`src/include/sptpr_regs.svh`:
```
`ifndef SPTPR_REGS_SVH
`define SPTPR_REGS_SVH

// register byte offsets
`define SPTPR_CFG_OFF      12'h000
`define SPTPR_CTL_OFF      12'h004
`define SPTPR_LOAD_A_OFF   12'h008
`define SPTPR_LOAD_B_OFF   12'h00C
`define SPTPR_MATCH_A_OFF  12'h010
`define SPTPR_MATCH_B_OFF  12'h014
`define SPTPR_PRE_A_OFF    12'h018
`define SPTPR_PRE_B_OFF    12'h01C
`define SPTPR_PMATCH_A_OFF 12'h020
`define SPTPR_PMATCH_B_OFF 12'h024
`define SPTPR_VALUE_A_OFF  12'h028
`define SPTPR_VALUE_B_OFF  12'h02C
`define SPTPR_PRE_BOTH_OFF 12'h030
`define SPTPR_PMATCH_BOTH_OFF 12'h034

// field positions in the control register
`define SPTPR_CTL_EN_A     0
`define SPTPR_CTL_EN_B     1
`define SPTPR_CTL_RTC_EN   2

// field positions in the config register
`define SPTPR_CFG_MODE_LSB 0
`define SPTPR_CFG_HALF_A   4
`define SPTPR_CFG_HALF_B   8

// reset values and the prescale maximum
`define SPTPR_PRE_RST      8'h00
`define SPTPR_LOAD_RST     16'hFFFF
`define SPTPR_MATCH_RST    16'h0000
`define SPTPR_PRE_MAX      8'hFF

`endif

```
`src/include/sptpr_pkg.sv`:
```
package sptpr_pkg;

	// module-wide configuration
	typedef enum logic [1:0]
	{
		SPTPR_SPLIT  = 2'b00,
		SPTPR_JOINED = 2'b01,
		SPTPR_RTC    = 2'b10
	} sptpr_cfg_type;

	// per-half 16-bit mode
	typedef enum logic [1:0]
	{
		SPTPR_ONE_SHOT = 2'b00,
		SPTPR_PERIODIC = 2'b01,
		SPTPR_CAPTURE  = 2'b10,
		SPTPR_PWM      = 2'b11
	} sptpr_half_mode_type;

	// settings of one half
	typedef struct packed
	{
		logic [15:0] load;
		logic [15:0] match;
		logic [7:0]  pre;
		logic [7:0]  pmatch;
		sptpr_half_mode_type mode;
		logic        en;
	} sptpr_half_cfg_type;

endpackage

```
`src/hdl/sptpr_timer.sv`:
```
// Design decisions made here: register access over APB and the address map.
`timescale 1ns/1ps
`include "sptpr_regs.svh"
// What this block does
// - Each half holds an 8-bit prescale (0 to 255) written to half A, half B or both at once.
// - The prescaler divides only in the split 16-bit configuration and is bypassed otherwise.
// - In capture mode the prescale match joins the 16-bit match into a 24-bit compare.
// - In rtc configuration clearing the rtc enable stops the counter advancing.
// - Setting the rtc enable with half A enabled starts counting only in rtc configuration, elsewhere no effect.
// - Software may read either half's present count at any time without disturbing it.
// - Writing a load value while running loads it into the counter at once.
// - The match sets the capture-count event point and the pwm duty cycle.
module sptpr_timer
(
	// clock and reset
	input  wire logic        clk_i,
	input  wire logic        sys_rst_i,
	// apb slave
	input  wire logic        psel_i,
	input  wire logic        penable_i,
	input  wire logic        pwrite_i,
	input  wire logic [11:0] paddr_i,
	input  wire logic [31:0] pwdata_i,
	output logic      [31:0] prdata_o,
	output logic             pready_o,
	output logic             pslverr_o,
	// capture edge inputs, asynchronous
	input  wire logic        cap_a_i,
	input  wire logic        cap_b_i,
	// events and outputs
	output logic             timeout_a_o,
	output logic             timeout_b_o,
	output logic             match_a_o,
	output logic             match_b_o,
	output logic             rtc_match_o,
	output logic             pwm_a_o,
	output logic             pwm_b_o
);

	sptpr_pkg::sptpr_cfg_type      cfg;
	sptpr_pkg::sptpr_half_cfg_type half [2];
	logic                          rtc_en;
	logic [31:0]                   rtc_match;
	logic [15:0]                   cnt [2];
	logic [7:0]                    pcnt [2];
	logic [31:0]                   cnt32;
	logic [2:0]                    cap_sync [2];
	logic [1:0]                    cap_edge;
	logic [1:0]                    cap_lvl;
	logic [1:0]                    tick;
	logic [1:0]                    hit16;
	logic [1:0]                    load_wr;
	logic                          wr;
	logic                          rd;
	logic                          mapped;
	logic [31:0]                   next_rdata;

	assign wr = psel_i & penable_i & pwrite_i;
	assign rd = psel_i & penable_i & ~pwrite_i;
	assign pready_o = 1'b1;
	assign load_wr[0] = wr & (paddr_i == `SPTPR_LOAD_A_OFF);
	assign load_wr[1] = wr & (paddr_i == `SPTPR_LOAD_B_OFF);

	// config and control registers
	always_ff @(posedge clk_i or posedge sys_rst_i)
	begin
		if (sys_rst_i)
		begin
			cfg <= sptpr_pkg::SPTPR_SPLIT;
			rtc_en <= 1'b0;
			rtc_match <= 32'h0000_0000;
		end
		else if (wr && paddr_i == `SPTPR_CFG_OFF)
			cfg <= sptpr_pkg::sptpr_cfg_type'(pwdata_i[`SPTPR_CFG_MODE_LSB +: 2]);
		else if (wr && paddr_i == `SPTPR_CTL_OFF)
			rtc_en <= pwdata_i[`SPTPR_CTL_RTC_EN];
		else if (wr && paddr_i == `SPTPR_MATCH_A_OFF && cfg != sptpr_pkg::SPTPR_SPLIT)
			rtc_match <= pwdata_i;
	end

	// per-half settings; the both offsets write both halves in one access
	for (genvar h = 0; h < 2; h++)
	begin : g_half
		always_ff @(posedge clk_i or posedge sys_rst_i)
		begin
			if (sys_rst_i)
			begin
				half[h].load <= `SPTPR_LOAD_RST;
				half[h].match <= `SPTPR_MATCH_RST;
				half[h].pre <= `SPTPR_PRE_RST;
				half[h].pmatch <= `SPTPR_PRE_RST;
				half[h].mode <= sptpr_pkg::SPTPR_ONE_SHOT;
				half[h].en <= 1'b0;
			end
			else if (wr)
			begin
				if (paddr_i == `SPTPR_CFG_OFF)
					half[h].mode <= sptpr_pkg::sptpr_half_mode_type'(
						pwdata_i[(h == 0 ? `SPTPR_CFG_HALF_A : `SPTPR_CFG_HALF_B) +: 2]);
				if (paddr_i == `SPTPR_CTL_OFF)
					half[h].en <= pwdata_i[h];
				if (load_wr[h])
					half[h].load <= pwdata_i[15:0];
				if (paddr_i == (h == 0 ? `SPTPR_MATCH_A_OFF : `SPTPR_MATCH_B_OFF))
					half[h].match <= pwdata_i[15:0];
				if (paddr_i == (h == 0 ? `SPTPR_PRE_A_OFF : `SPTPR_PRE_B_OFF)
					|| paddr_i == `SPTPR_PRE_BOTH_OFF)
					half[h].pre <= pwdata_i[7:0];
				if (paddr_i == (h == 0 ? `SPTPR_PMATCH_A_OFF : `SPTPR_PMATCH_B_OFF)
					|| paddr_i == `SPTPR_PMATCH_BOTH_OFF)
					half[h].pmatch <= pwdata_i[7:0];
			end
		end

		// capture pin: a rise counts when second and third stage agree high
		always_ff @(posedge clk_i or posedge sys_rst_i)
		begin
			if (sys_rst_i)
				cap_sync[h] <= 3'b000;
			else
				cap_sync[h] <= {cap_sync[h][1:0], (h == 0) ? cap_a_i : cap_b_i};
		end
		// agreed level resets to the idle low pin, so no false edge after reset
		always_ff @(posedge clk_i or posedge sys_rst_i)
		begin
			if (sys_rst_i)
				cap_lvl[h] <= 1'b0;
			else if (cap_sync[h][1] == cap_sync[h][2])
				cap_lvl[h] <= cap_sync[h][2];
		end
		assign cap_edge[h] = cap_sync[h][1] & cap_sync[h][2] & ~cap_lvl[h];

		// prescaler divides by pre+1 only in split mode
		always_ff @(posedge clk_i or posedge sys_rst_i)
		begin
			if (sys_rst_i)
				pcnt[h] <= 8'h00;
			else if (cfg != sptpr_pkg::SPTPR_SPLIT || load_wr[h])
				pcnt[h] <= 8'h00;
			// wrap at or above the limit: lowering the prescale must not stall the divider
			else if (half[h].en && half[h].mode != sptpr_pkg::SPTPR_CAPTURE)
				pcnt[h] <= (pcnt[h] >= half[h].pre) ? 8'h00 : pcnt[h] + 8'h01;
		end

		always_comb
		begin
			tick[h] = 1'b0;
			if (half[h].en)
			begin
				if (half[h].mode == sptpr_pkg::SPTPR_CAPTURE)
					tick[h] = cap_edge[h];
				else
					tick[h] = (pcnt[h] >= half[h].pre);
			end
		end

		// 24-bit compare: prescale match above the 16-bit match
		assign hit16[h] = ({pcnt[h], cnt[h]} == {half[h].pmatch, half[h].match});

		// down counter with immediate reload on load write
		always_ff @(posedge clk_i or posedge sys_rst_i)
		begin
			if (sys_rst_i)
				cnt[h] <= `SPTPR_LOAD_RST;
			else if (load_wr[h])
				cnt[h] <= pwdata_i[15:0];
			else if (cfg == sptpr_pkg::SPTPR_SPLIT && tick[h])
			begin
				if (cnt[h] != 16'h0000)
					cnt[h] <= cnt[h] - 16'h0001;
				else if (half[h].mode != sptpr_pkg::SPTPR_ONE_SHOT)
					cnt[h] <= half[h].load;
			end
		end

	end

	// event pulses, registered; one process so each output has a single driver
	always_ff @(posedge clk_i or posedge sys_rst_i)
	begin
		if (sys_rst_i)
		begin
			timeout_a_o <= 1'b0;
			timeout_b_o <= 1'b0;
			match_a_o <= 1'b0;
			match_b_o <= 1'b0;
			pwm_a_o <= 1'b0;
			pwm_b_o <= 1'b0;
		end
		else
		begin
			timeout_a_o <= cfg == sptpr_pkg::SPTPR_SPLIT && tick[0] && cnt[0] == 16'h0000
				&& half[0].mode != sptpr_pkg::SPTPR_CAPTURE;
			match_a_o <= cfg == sptpr_pkg::SPTPR_SPLIT && tick[0] && hit16[0]
				&& half[0].mode == sptpr_pkg::SPTPR_CAPTURE;
			pwm_a_o <= cfg == sptpr_pkg::SPTPR_SPLIT && half[0].mode == sptpr_pkg::SPTPR_PWM
				&& cnt[0] <= half[0].match;
			timeout_b_o <= cfg == sptpr_pkg::SPTPR_SPLIT && tick[1] && cnt[1] == 16'h0000
				&& half[1].mode != sptpr_pkg::SPTPR_CAPTURE;
			match_b_o <= cfg == sptpr_pkg::SPTPR_SPLIT && tick[1] && hit16[1]
				&& half[1].mode == sptpr_pkg::SPTPR_CAPTURE;
			pwm_b_o <= cfg == sptpr_pkg::SPTPR_SPLIT && half[1].mode == sptpr_pkg::SPTPR_PWM
				&& cnt[1] <= half[1].match;
		end
	end

	// joined counter: periodic down count, or rtc up count gated by rtc enable
	always_ff @(posedge clk_i or posedge sys_rst_i)
	begin
		if (sys_rst_i)
			cnt32 <= 32'hFFFF_FFFF;
		else if (cfg == sptpr_pkg::SPTPR_JOINED && wr && paddr_i == `SPTPR_LOAD_A_OFF)
			cnt32 <= pwdata_i;
		else if (cfg == sptpr_pkg::SPTPR_RTC && wr && paddr_i == `SPTPR_LOAD_A_OFF)
			cnt32 <= pwdata_i;
		else if (cfg == sptpr_pkg::SPTPR_RTC)
		begin
			if (rtc_en && half[0].en)
				cnt32 <= cnt32 + 32'h0000_0001;
		end
		else if (cfg == sptpr_pkg::SPTPR_JOINED && half[0].en)
			cnt32 <= (cnt32 == 32'h0000_0000) ? {half[1].load, half[0].load}
				: cnt32 - 32'h0000_0001;
	end

	always_ff @(posedge clk_i or posedge sys_rst_i)
	begin
		if (sys_rst_i)
			rtc_match_o <= 1'b0;
		else
			rtc_match_o <= cfg == sptpr_pkg::SPTPR_RTC && rtc_en && cnt32 == rtc_match;
	end

	// read mux; value reads are side-effect free
	always_comb
	begin
		mapped = 1'b1;
		next_rdata = 32'h0000_0000;
		case (paddr_i)
			`SPTPR_CFG_OFF:      next_rdata = {22'h0, half[1].mode, 2'h0, half[0].mode,
				2'h0, cfg};
			`SPTPR_CTL_OFF:      next_rdata = {29'h0, rtc_en, half[1].en, half[0].en};
			`SPTPR_LOAD_A_OFF:   next_rdata = {16'h0, half[0].load};
			`SPTPR_LOAD_B_OFF:   next_rdata = {16'h0, half[1].load};
			`SPTPR_MATCH_A_OFF:  next_rdata = {16'h0, half[0].match};
			`SPTPR_MATCH_B_OFF:  next_rdata = {16'h0, half[1].match};
			`SPTPR_PRE_A_OFF:    next_rdata = {24'h0, half[0].pre};
			`SPTPR_PRE_B_OFF:    next_rdata = {24'h0, half[1].pre};
			`SPTPR_PMATCH_A_OFF: next_rdata = {24'h0, half[0].pmatch};
			`SPTPR_PMATCH_B_OFF: next_rdata = {24'h0, half[1].pmatch};
			`SPTPR_VALUE_A_OFF:  next_rdata = (cfg == sptpr_pkg::SPTPR_SPLIT)
				? {16'h0, cnt[0]} : cnt32;
			`SPTPR_VALUE_B_OFF:  next_rdata = {16'h0, cnt[1]};
			`SPTPR_PRE_BOTH_OFF, `SPTPR_PMATCH_BOTH_OFF: next_rdata = 32'h0000_0000;
			default:             mapped = 1'b0;
		endcase
	end

	always_ff @(posedge clk_i or posedge sys_rst_i)
	begin
		if (sys_rst_i)
			prdata_o <= 32'h0000_0000;
		else if (psel_i && !penable_i && !pwrite_i)
			prdata_o <= next_rdata;
	end

	// unmapped addresses answer with an error
	assign pslverr_o = psel_i & penable_i & ~mapped;

endmodule // sptpr_timer

```
`config.mk`:
```
export PLATFORM = sky130hd
export DESIGN_NAME = sptpr_timer
export DESIGN_NICKNAME = d
export VERILOG_FILES = /design/src/include/sptpr_pkg.sv /design/src/hdl/sptpr_timer.sv
export VERILOG_INCLUDE_DIRS = /design/src /design/src/include
export SDC_FILE = /design/constraint.sdc
export NUM_CORES = 1
export LEC_CHECK = 0
export ABC_AREA = 1
export BUFFER_PORTS_ARGS = -buffer_cell sky130_fd_sc_hd__buf_2
export CAP_MARGIN = 20
export CORE_MARGIN = 2
export CORE_UTILIZATION = 34
export DETAILED_ROUTE_END_ITERATION = 10
export GPL_TIMING_DRIVEN = 1
export PLACE_DENSITY = 0.56
export SYNTH_ARGS = -nofsm -noshare
export SYNTH_HDL_FRONTEND = slang
export SYNTH_SLANG_ARGS = --single-unit
```
`constraint.sdc`:
```
create_clock -name clk_i -period 11.1 [get_ports clk_i]
set_input_delay 1.11 -clock clk_i [delete_from_list [all_inputs] [get_ports clk_i]]
set_output_delay 1.11 -clock clk_i [all_outputs]
set_load 0.02 [all_outputs]
```
==> metrics.log, run 1 <==
INFO  metric tritoncts = done
INFO  metric detail_route.iter0.violations = 2093
INFO  metric final-setup-viol-count = 0
INFO  metric crit-reg2reg-capture = cnt32[17]
INFO  metric worst_setup_start_kind = input pin
INFO  metric rows = 83
INFO  metric clock_path_buffers = 3
INFO  metric timing.final.max_slew_violations = 0
INFO  metric netSwitchingFraction = 0.240
INFO  metric antenna_found_initial = 0
INFO  metric start_util = 0.345
INFO  metric drc = 0
INFO  metric cts_htree_levels = 2
INFO  metric critical_path.cell_chain = buf_2 -> nor2_1 -> nand3_2 -> inv_1 -> nand2_1 -> nand2_1 -> nor3_1 -> nand4_1 -> nor2_1 -> buf_2
INFO  metric syn_to_final_growth = 11.6%
INFO  metric synth-edff-count = 0
INFO  metric hold_buffers = 0
INFO  metric share_seq_of_total_power = 0.438
INFO  metric worstRegToRegCells = 11
INFO  metric wire_per_inst = between 20 and 25 um
INFO  metric final_antenna_net_count = 0
INFO  metric grt_start_max_net_pins = 69
INFO  metric timing.reg2reg.setup_slack = 7.26 ns
INFO  metric numPlacedInstances = roughly 3300
INFO  metric power-per-cell-area = approximately 110 nW/um2
INFO  metric clock_sinks = approximately 260
INFO  metric die_area = around 54000 um2
INFO  metric crit_path_max_fanout = 22
INFO  metric dr_total_vias = 18200
INFO  metric netlist-cell-type-count = 45
INFO  metric critical_path_arrival = about 3.3 ns
INFO  metric fin_nets = 2793
INFO  metric yosys_register_bits = approximately 260
INFO  metric async_flop_share = 1.00
INFO  metric critical_path.slowest_cell = inv_1
INFO  metric yosysSeqAreaShare = 0.377
INFO  metric tightest_slew = between 1 and 1.5 ns
INFO  metric most-common-layout-cells = nand2_1 (883), inv_1 (276), nor2_1 (275), o21ai_0 (253), nand3_1 (199)
INFO  metric diode_insertion_count_for_antenna_repair = 0
INFO  metric avgSynthCellArea = ~6.7 um2
INFO  metric cap_violations = 0
INFO  metric tritoncts.num_buffers = 34
INFO  metric min_delay_path_depth = 0
INFO  metric critical_path_class = in2out
INFO  metric grt_overflow = 0
INFO  metric slew_headroom = 0.311
INFO  metric port-buffer-count = 90
INFO  metric globalplace.congestion = 0.956
INFO  metric comb_power_share = 0.043
INFO  metric post_dp_cell_area = roughly 19000 um2
INFO  metric hold_path_class = reg2reg
INFO  metric worst_setup_hold_path_clk_slew = 0.05 ns
INFO  metric drt_pass1_iterations = 5
INFO  metric grt_setup_unrepaired = false
INFO  metric root_buffer = clkbuf_16
INFO  metric yosysWarningCount = 0
INFO  metric fp.dieW = 233 um
INFO  metric n_fill_cell = 5461
INFO  metric intPower = roughly 1.7 mW
INFO  metric leakage = about 9.9 nW
INFO  metric die_h = around 230 um
INFO  metric run_status = finished clean
INFO  metric worstPathRequired = about 10 ns
INFO  metric worstSetupEndpointType = output port
INFO  metric clock_power_share = 0.519
INFO  metric postCtsSetupBuffers = 0
INFO  metric final_common_cell = nand2_1
INFO  metric synthFlopType = dfrtp_1
INFO  metric first_pass_grt_wire_length = around 110000 um
INFO  metric hpwl = approximately 55000 um
INFO  metric fin_worst_hold_slack = 0.348 ns
INFO  metric syn-cell-area = about 18000 um2
INFO  metric fmaxAchievable = 227 MHz
INFO  metric syn-instance-count = about 2700
INFO  metric worst_setup_path_startpoint = paddr_i[11]
INFO  metric gr-usage-all-layers = 0.264
INFO  metric regToRegStartpoint = cfg[1]
INFO  metric mappedNetlistNets = around 2800
INFO  metric startpoint_of_the_worst_hold_path = cap_sync[3]
INFO  metric ctsResizeCount = 0
INFO  metric hold_viol = 0
INFO  metric routed_wirelength = 71000 um
INFO  metric core_area = ~52000 um2
INFO  metric design.portCount = between 90 and 100
INFO  metric finalCriticalPeriod = roughly 4.4 ns
INFO  metric switchingPower = between 0.5 and 0.6 mW
INFO  metric power.ir.vdd_worst = between 0.07 and 0.08 mV
INFO  metric hold_end = cap_sync[4]
INFO  metric layoutNonFillerInstCount = 3387
INFO  metric timing.clock.skew = between 0.02 and 0.025 ns
INFO  metric grt_pass1_vias = about 17000
INFO  metric clk_latency = 0.55 ns
INFO  metric layout_worst_path_cycle_share = 0.397
INFO  metric timing.critical_path.slowest_cell_delay = roughly 0.6 ns
INFO  metric aggregate_negative_setup_slack = 0 ns
INFO  metric layout_cell_area_excl_fill = roughly 20000 um2
INFO  metric detail_route.vias_per_cell = ~5.4
INFO  metric fraction_of_layout_cells_with_a_size_suffix_above_1 = 0.112
[power groups by stage]
stage / logic [mW] / registers, mW / clock network [mW]
2_1_floorplan: 0.0515 / 0.986 / 0
3_3_place_gp: 0.0952 / 0.987 / 0
3_5_place_dp: 0.0956 / 0.987 / 0
4_1_cts: 0.0961 / 0.971 / 1.17
5_1_grt: 0.107 / 0.971 / 1.21
6_report: 0.0961 / 0.971 / 1.15
[synthesized netlist by cell type, types with 30 or more instances]
master	n	area (um2)
nor2_1	275	1030
nand2_1	883	3310
nand4_1	33	206
o21ai_0	253	1270
a21oi_1	89	445
nor3_1	30	150
clkbuf_1	66	248
inv_1	277	1040
ha_1	59	738
nand3_1	199	996
dfrtp_1	168	4200
dfstp_2	96	2520
[worst max-delay path by stage]
stage	endpoint	slack [ns]	cells after the start
6_report	pslverr_o	6.69	10
5_1_grt	pslverr_o	6.51	10
4_1_cts	pslverr_o	6.73	10
3_5_place_dp	cnt32[17]	6.63	12
3_3_place_gp	cnt32[18]	6.68	12
2_1_floorplan	cap_lvl[0]	2.88	1
[routing by layer]
layer | global-route usage | wire [um]
met1 | 0.386 | 33100
met2 | 0.383 | 29300
met3 | 0.0548 | 6060
met4 | 0.0930 | 2590
met5 | 0 | 0
[cell families after synthesis]
group / Yosys count / share of synthesized area
simple gates: 1471 / 0.343
compound gates: 422 / 0.129
buf+inv: 391 / 0.0862
flops: 264 / 0.377
fa+ha+maj: 59 / 0.0414
xor+xnor: 44 / 0.0216
other cells: 1 / 0.000210
mux: 1 / 0.000632
[cell type report]
class / instances / area, um2 / area share
multi-input cells: 1998 / 9570 / 0.481
flip-flops and latches: 264 / 6730 / 0.338
inverters: 287 / 1080 / 0.0546
clock buffers: 45 / 952 / 0.0479
repair buffers: 98 / 510 / 0.0257
clock inverters: 15 / 190 / 0.00957
well taps: 680 / 851 / 0.0428
[worst max-delay path: cells and delay by family]
| family | cells | cell delay (ns) |
|---|---|---|
| buf+inv | 3 | 0.84 |
| simple gates | 7 | 1.33 |
[state kept, by name, indices dropped and copies added (netlist names), 2 cells and up]
| name | count |
|---|---|
| cnt | 32 |
| cap_sync | 6 |
| cap_lvl | 2 |
| rtc_match | 32 |
| half | 102 |
| cfg | 2 |
| cnt32 | 32 |
| pcnt | 16 |
| prdata_o | 32 |
[through the flow]
| step | power (mW) | utilization | setup slack, ns |
|---|---|---|---|
| finish | 2.22 | 0.385 | 6.69 |
| global route | 2.29 | 0.385 | 6.51 |
| CTS | 2.24 | 0.385 | 6.73 |
| detailed placement | 1.08 | 0.363 | 6.63 |
| global placement | 1.08 | 0.363 | 6.68 |
| floorplan | 1.04 | - | 2.88 |
Power figures use the tool's default switching activity.
==> inputs of run 2 (changes only) <==
==> constraint.sdc (replaced) <==
create_clock -name clk_i -period 4.5 [get_ports clk_i]
set_input_delay 0.45 -clock clk_i [delete_from_list [all_inputs] [get_ports clk_i]]
set_output_delay 0.45 -clock clk_i [all_outputs]
set_load 0.02 [all_outputs]
==> run 2 against run 1 <==
Count of clock-buffer cells in the layout increased by 7. Final cell count increased by 0.38%. Global-route usage increased by 0.64 points. Hold slack got worse by 0.31 ns. Flip-flop and latch count unchanged. Die area unchanged. Sequential share of layout area decreased by 0.16 points. Combinational power increased to 2.5 times the previous value. Via count increased by 0.48%. Register-to-register slack got worse by 6.3 ns. Critical path type is now reg2reg. Highest routed layer unchanged.
==> metrics.log, run 2 (synthesis results as in run 1) <==
INFO  metric run_status = finished clean
INFO  metric grt_setup_unrepaired = false
INFO  metric timing.reg2reg.setup_slack = 0.96 ns (-6.30 ns)
INFO  metric worst_setup_path_startpoint = cnt[16]
INFO  metric critical_path_arrival = 4.03 ns (+0.73 ns)
INFO  metric critical_path_class = reg2reg
INFO  metric leakage = 9.98 nW (+0.40%)
INFO  metric core_area = 51600 um2 (unchanged)
INFO  metric worstSetupEndpointType = flop
INFO  metric clk_latency = 0.56 ns (about the same)
INFO  metric hpwl = 56200 um (+2.6%)
INFO  metric fp.dieW = 233 um (unchanged)
INFO  metric cpMostUsedCell = nand2_1
INFO  metric crit-reg2reg-capture = cnt[22]
INFO  metric fraction_of_layout_cells_with_a_size_suffix_above_1 = 0.114 (+0.00212)
INFO  metric postCtsSetupBuffers = 0 (unchanged)
INFO  metric tightest_slew = 0.992 ns (-0.0384 ns)
INFO  metric hold_viol = 0 (unchanged)
INFO  metric worstRegToRegCells = 11 (unchanged)
INFO  metric drc = 0 (unchanged)
INFO  metric final_antenna_net_count = 0 (unchanged)
INFO  metric layout_worst_path_cycle_share = 0.786
INFO  metric hold_buffers = 2 (+2)
INFO  metric final-setup-viol-count = 0 (unchanged)
INFO  metric final_core_utilization = 0.387 (+0.00179)
INFO  metric cell_type_group_with_the_largest_total_delay_on_the_critical_path = simple AND/OR/NAND/NOR gates
INFO  metric grt_overflow = 0 (unchanged)
INFO  metric fin_nets = 2804 (+0.39%)
INFO  metric number_of_flip_flops_in_the_largest_register = 102 (unchanged)
INFO  metric worst-path-stages = 11 (+1)
INFO  metric port-buffer-count = 90 (unchanged)
INFO  metric power.ir.vdd_worst = 0.190 mV (+150%)
INFO  metric worstPathRequired = 4.99 ns (-5.00 ns)
INFO  metric drt_pass1_iterations = 6 (+1)
INFO  metric final_common_cell = nand2_1
INFO  metric clock_sinks = 264 (unchanged)
INFO  metric grt_start_max_net_pins = 118 (+71%)
INFO  metric timing.clock.skew = 0.0206 ns (-0.00216 ns)
INFO  metric grt_pass1_vias = 17100 (-1.6%)
INFO  metric worst_setup_hold_path_clk_slew = 0.06 ns (about the same)
INFO  metric root_buffer = clkbuf_16
INFO  metric routed_wirelength = 73300 um (+3.1%)
INFO  metric die_h = 233 um (unchanged)
INFO  metric worst_setup_start_kind = flop
INFO  metric syn_to_final_growth = 12.1%
INFO  metric ctsResizeCount = 0 (unchanged)
INFO  metric globalplace.congestion = 0.968 (+1.3%)
INFO  metric rows = 83 (unchanged)
INFO  metric die_area = 54300 um2 (unchanged)
INFO  metric cp.buffers_inverters = 2 (-1)
INFO  metric wire_per_inst = 21.6 um (+2.8%)
INFO  metric critical_path.endpoint = cnt[22]
INFO  metric tritoncts = done
INFO  metric timing.final.max_slew_violations = 0 (unchanged)
INFO  metric detail_route.iter0.violations = 2192 (+4.7%)
INFO  metric clock_path_buffers = 3 (unchanged)
INFO  metric most-common-layout-cells = nand2_1 (883), inv_1 (276), nor2_1 (275), o21ai_0 (253), nand3_1 (199)
INFO  metric finalCriticalPeriod = about 3.5 ns
INFO  metric antenna_found_initial = 1 (+1)
INFO  metric fmaxAchievable = 283 MHz
INFO  metric regToRegStartpoint = cnt[16]
INFO  metric first_pass_grt_wire_length = 109000 um (+1.6%)
INFO  metric aggregate_negative_setup_slack = 0 ns (unchanged)
INFO  metric detail_route.vias_per_cell = 5.38 (about the same)
INFO  metric critical_path.slowest_cell = nand2_1
INFO  metric slew_headroom = 0.338 (+0.0265)
INFO  metric dr_total_vias = 18300 (+0.48%)
INFO  metric cap_violations = 0 (unchanged)
INFO  metric crit_path_max_fanout = 24 (+9.1%)
INFO  metric power-per-cell-area = 270 nW/um2 (+140%)
INFO  metric timing.critical_path.slowest_cell_delay = 0.66 ns (+0.06 ns)
INFO  metric hold_path_class = in2async
INFO  metric start_util = 0.345 (unchanged)
INFO  metric critical_path.cell_chain = inv_1 -> ha_1 -> nand3_1 -> nor2_1 -> nand2_1 -> inv_1 -> nand3_1 -> nand3_2 -> nand2_1 -> nand2_1 -> nand2_1
INFO  metric gr-usage-all-layers = 0.271 (+0.00636)
INFO  metric fin_worst_hold_slack = 0.0340 ns (-0.314 ns)
INFO  metric cts_htree_levels = 2 (unchanged)
INFO  metric tritoncts.num_buffers = 35 (+2.9%)
INFO  metric largest_register = half
INFO  metric design.portCount = 92 (unchanged)
-- run 2: worst min-delay path by stage --
stage                     start           to  slack (ns)  cells after the start
global route          sys_rst_i  prdata_o[3]        0.10                      2
finish                sys_rst_i  prdata_o[9]        0.03                      2
detailed placement  cap_sync[3]  cap_sync[4]        0.34                      0
CTS                   sys_rst_i    match_b_o        0.04                      2
global placement    cap_sync[3]  cap_sync[4]        0.33                      0
floorplan           cap_sync[0]  cap_sync[1]        0.33                      0
-- run 2: worst reg2reg max path, cell delays in order (launching register included) --
cell     delay (ns)
dfstp_2        0.60
inv_1          0.13
ha_1           0.23
nand3_1        0.08
nor2_1         0.04
nand2_1        0.66
inv_1          0.34
nand3_1        0.17
nand3_2        0.36
nand2_1        0.65
nand2_1        0.13
nand2_1        0.09
-- run 2: where the power goes --
part	switching [mW]	internal, mW
sequential	0.00660	2.39
clock	1.14	1.62
combinational	0.187	0.0554
-- run 2: per-layer routing --
metal / wire length [um] / GRT usage / part of all wire
met1: 33600 / 0.398 / 0.46
met4: 2330 / 0.0866 / 0.032
met2: 30100 / 0.388 / 0.41
met3: 7230 / 0.0627 / 0.099
met5: 0 / 0 / 0
-- run 2: area by class of cell --
| type | count | area (um2) |
|---|---|---|
| tap | 680 | 851 |
| inverter | 287 | 1080 |
| sequential | 264 | 6730 |
| clock buffer | 52 | 1020 |
| timing repair buffer | 108 | 648 |
| clock inverter | 9 | 76.3 |
| multi-input combinational | 1998 | 9570 |
| fill | 5476 | 31600 |
| antenna | 2 | 5.00 |
-- run 2: per-stage QoR --
stage	instance area, um2	setup WS (ns)	cells	total power [mW]
floorplan	17800	0.645	2653	2.56
global placement	18800	1.04	3333	2.67
detailed placement	18800	1.06	3333	2.67
CTS	19900	1.04	3396	5.45
global route	20000	0.678	3398	5.56
finish	20000	0.964	3400	5.40
==> inputs of run 3 (changes only) <==
==> constraint.sdc (replaced) <==
create_clock -name clk_i -period 3.6 [get_ports clk_i]
set_input_delay 0.36 -clock clk_i [delete_from_list [all_inputs] [get_ports clk_i]]
set_output_delay 0.36 -clock clk_i [all_outputs]
set_load 0.02 [all_outputs]
==> run 3 against run 2 <==
Power increased by 26%. Sequential share of layout area decreased by 0.20 points. Clock power increased by 26%. Global-route usage increased by 0.58 points. Final area increased by 0.60%. Die area unchanged. Clock skew increased by 0.011 ns. First-iteration DRC count decreased by 10%. Largest power group unchanged. Worst setup slack got worse by 0.19 ns. Sequential power increased by 25%.
==> metrics.log, run 3 (synthesis results as in run 1) <==
INFO  metric detail_route.iter0.violations = 1967 (-10%)
INFO  metric critical_path_class = in2out
INFO  metric clock_power_share = 0.514 (+0.003)
INFO  metric rows = 83 (unchanged)
INFO  metric layout_cell_area_excl_fill = 20100 um2 (+0.60%)
INFO  metric design.portCount = 92 (unchanged)
INFO  metric clock_sinks = 264 (unchanged)
INFO  metric routed_wirelength = 74500 um (+1.7%)
INFO  metric power-per-cell-area = 338 nW/um2 (+25%)
INFO  metric number_of_flip_flops_in_the_largest_register = 102 (unchanged)
INFO  metric comb_power_share = 0.046 (about the same)
INFO  metric hold_viol = 0 (unchanged)
INFO  metric post_dp_cell_area = 18900 um2 (+0.67%)
INFO  metric critical_path_arrival = 2.46 ns (-1.57 ns)
INFO  metric ctsResizeCount = 0 (unchanged)
INFO  metric tritoncts.num_buffers = 35 (unchanged)
INFO  metric timing.final.max_slew_violations = 0 (unchanged)
INFO  metric intPower = 5.12 mW (+26%)
INFO  metric worstSetupEndpointType = output port
INFO  metric drt_pass1_iterations = 7 (+1)
INFO  metric layout_worst_path_cycle_share = 0.784
INFO  metric clk_latency = 0.57 ns (about the same)
INFO  metric tightest_slew = 0.889 ns (-0.104 ns)
INFO  metric final_antenna_net_count = 0 (unchanged)
INFO  metric dr_total_vias = 18300 (-0.060%)
INFO  metric cts_htree_levels = 2 (unchanged)
INFO  metric timing.clock.skew = 0.0311 ns (+0.0105 ns)
INFO  metric grt_start_max_net_pins = 68 (-42%)
INFO  metric run_status = finished clean
INFO  metric n_fill_cell = 5496 (+0.37%)
INFO  metric hold_path_class = in2reg
INFO  metric die_h = 233 um (unchanged)
INFO  metric port-buffer-count = 90 (unchanged)
INFO  metric most-common-layout-cells = nand2_1 (883), inv_1 (276), nor2_1 (275), o21ai_0 (253), nand3_1 (199)
INFO  metric syn_to_final_growth = 12.8%
INFO  metric share_seq_of_total_power = 0.441 (-0.003)
INFO  metric core_area = 51600 um2 (unchanged)
INFO  metric worstPathRequired = 3.24 ns (-1.75 ns)
INFO  metric postCtsSetupBuffers = 0 (unchanged)
INFO  metric final-setup-viol-count = 0 (unchanged)
INFO  metric grt_setup_unrepaired = false
INFO  metric grt_pass1_vias = 17400 (+1.4%)
INFO  metric clock_path_buffers = 3 (unchanged)
INFO  metric start_util = 0.345 (unchanged)
INFO  metric worst_setup_hold_path_clk_slew = 0.06 ns (about the same)
INFO  metric power.ir.vdd_worst = 0.281 mV (+48%)
INFO  metric gr-usage-all-layers = 0.277 (+0.00582)
INFO  metric fp.dieW = 233 um (unchanged)
INFO  metric final_core_utilization = 0.389 (+0.00233)
INFO  metric slew_headroom = 0.403 (+0.0654)
INFO  metric switchingPower = 1.68 mW (+26%)
INFO  metric leakage = 10.1 nW (+0.74%)
INFO  metric die_area = 54300 um2 (unchanged)
INFO  metric fraction_of_layout_cells_with_a_size_suffix_above_1 = 0.119 (+0.00514)
INFO  metric first_pass_grt_wire_length = 111000 um (+1.6%)
INFO  metric grt_overflow = 0 (unchanged)
INFO  metric finalCriticalPeriod = roughly 2.8 ns
INFO  metric root_buffer = clkbuf_16
INFO  metric tritoncts = done
INFO  metric final_common_cell = nand2_1
INFO  metric largest_register = half
INFO  metric cap_violations = 0 (unchanged)
INFO  metric hpwl = 57700 um (+2.8%)
INFO  metric wire_per_inst = 21.8 um (+1.2%)
INFO  metric drc = 0 (unchanged)
INFO  metric netSwitchingFraction = 0.247 (about the same)
INFO  metric crit_path_max_fanout = 15 (-38%)
INFO  metric globalplace.congestion = 0.963 (-0.54%)
INFO  metric fmaxAchievable = 354 MHz
INFO  metric fin_nets = 2818 (+0.50%)
INFO  metric detail_route.vias_per_cell = 5.35 (-0.53%)
INFO  metric antenna_found_initial = 1 (unchanged)
INFO  metric worst_setup_start_kind = input pin
[run 3: changes by cell type in the layout (fill, tap and decap cells not counted)]
cell           delta
buf_4            +14
clkinv_4          +1
dlygate4sd3_1     +1
clkbuf_1          -1
diode_2           -1
buf_16            -1
clkbuf_8          +1
inv_6             +2
clkinv_1          +1
clkinv_2          -1
[run 3: area by class of cell]
cell class	instances	area, um2	area share
diodes	1	2.50	0.000125
inverters	287	1080	0.0538
flip-flops and latches	264	6730	0.335
repair buffers	122	736	0.0366
well taps	680	851	0.0423
clock inverters	12	101	0.00504
clock buffers	52	1030	0.0512
multi-input cells	1998	9570	0.476
[run 3: final timing paths]
| check | start | end | slack [ns] | cells after the start |
|---|---|---|---|---|
| hold reg to reg | cap_sync[3] | cap_sync[4] | 0.34 | 0 |
| hold / removal | pwdata_i[5] | half[75] | 0.08 | 3 |
| setup / recovery | paddr_i[11] | pslverr_o | 0.78 | 11 |
| setup reg to reg | cfg[0] | cnt32[0] | 0.84 | 11 |
| min in group asynchronous | sys_rst_i | cap_sync[1] | 0.50 | 3 |
| max in group asynchronous | sys_rst_i | cnt32[30] | 2.22 | 4 |
[run 3: power by group through the flow]
stage	clock (mW)	sequential (mW)	combinational, mW
final	3.49	3.00	0.311
after global routing	3.66	2.99	0.344
after CTS	3.55	2.99	0.312
after detailed placement	0	3.04	0.308
after global placement	0	3.04	0.305
after floorplan	0	3.04	0.159
[run 3: timing repair]
action,4_1_cts,5_1_grt
endpoints found under the hold margin,23,0
hold buffers,3,0
endpoints found under the setup margin,0,0
[run 3: per-layer routing]
metal	global-route usage	vias to the layer above	routed length (um)
li1	-	8669	-
met1	0.397	8738	34400
met2	0.409	757	31500
met3	0.0572	125	6140
met4	0.0971	0	2540
met5	0	-	0
[run 3: worst max-delay path, cell delays in order]
cell and delay [ns]:
buf_2 0.09, nor2_1 0.11, nand3_2 0.23, inv_1 0.43, buf_4 0.29, nand2_1 0.34, nand2_1 0.25, nor3_1 0.07
nand4_1 0.07, nor2_1 0.06, buf_2 0.15
[run 3: stage by stage]
| stage | total power, mW | cells | hold slack (ns) | setup TNS (ns) | worst slack, ns |
|---|---|---|---|---|---|
| final | 6.80 | 3416 | 0.0771 | 0 | 0.776 |
| after CTS | 6.86 | 3415 | 0.0582 | 0 | 0.838 |
| after global placement | 3.35 | 3348 | 0.333 | 0 | 0.747 |
| after global routing | 6.99 | 3415 | 0.0903 | 0 | 0.612 |
| after detailed placement | 3.35 | 3348 | 0.336 | 0 | 0.692 |
| after floorplan | 3.20 | 2653 | 0.331 | -27.74 | -0.165 |
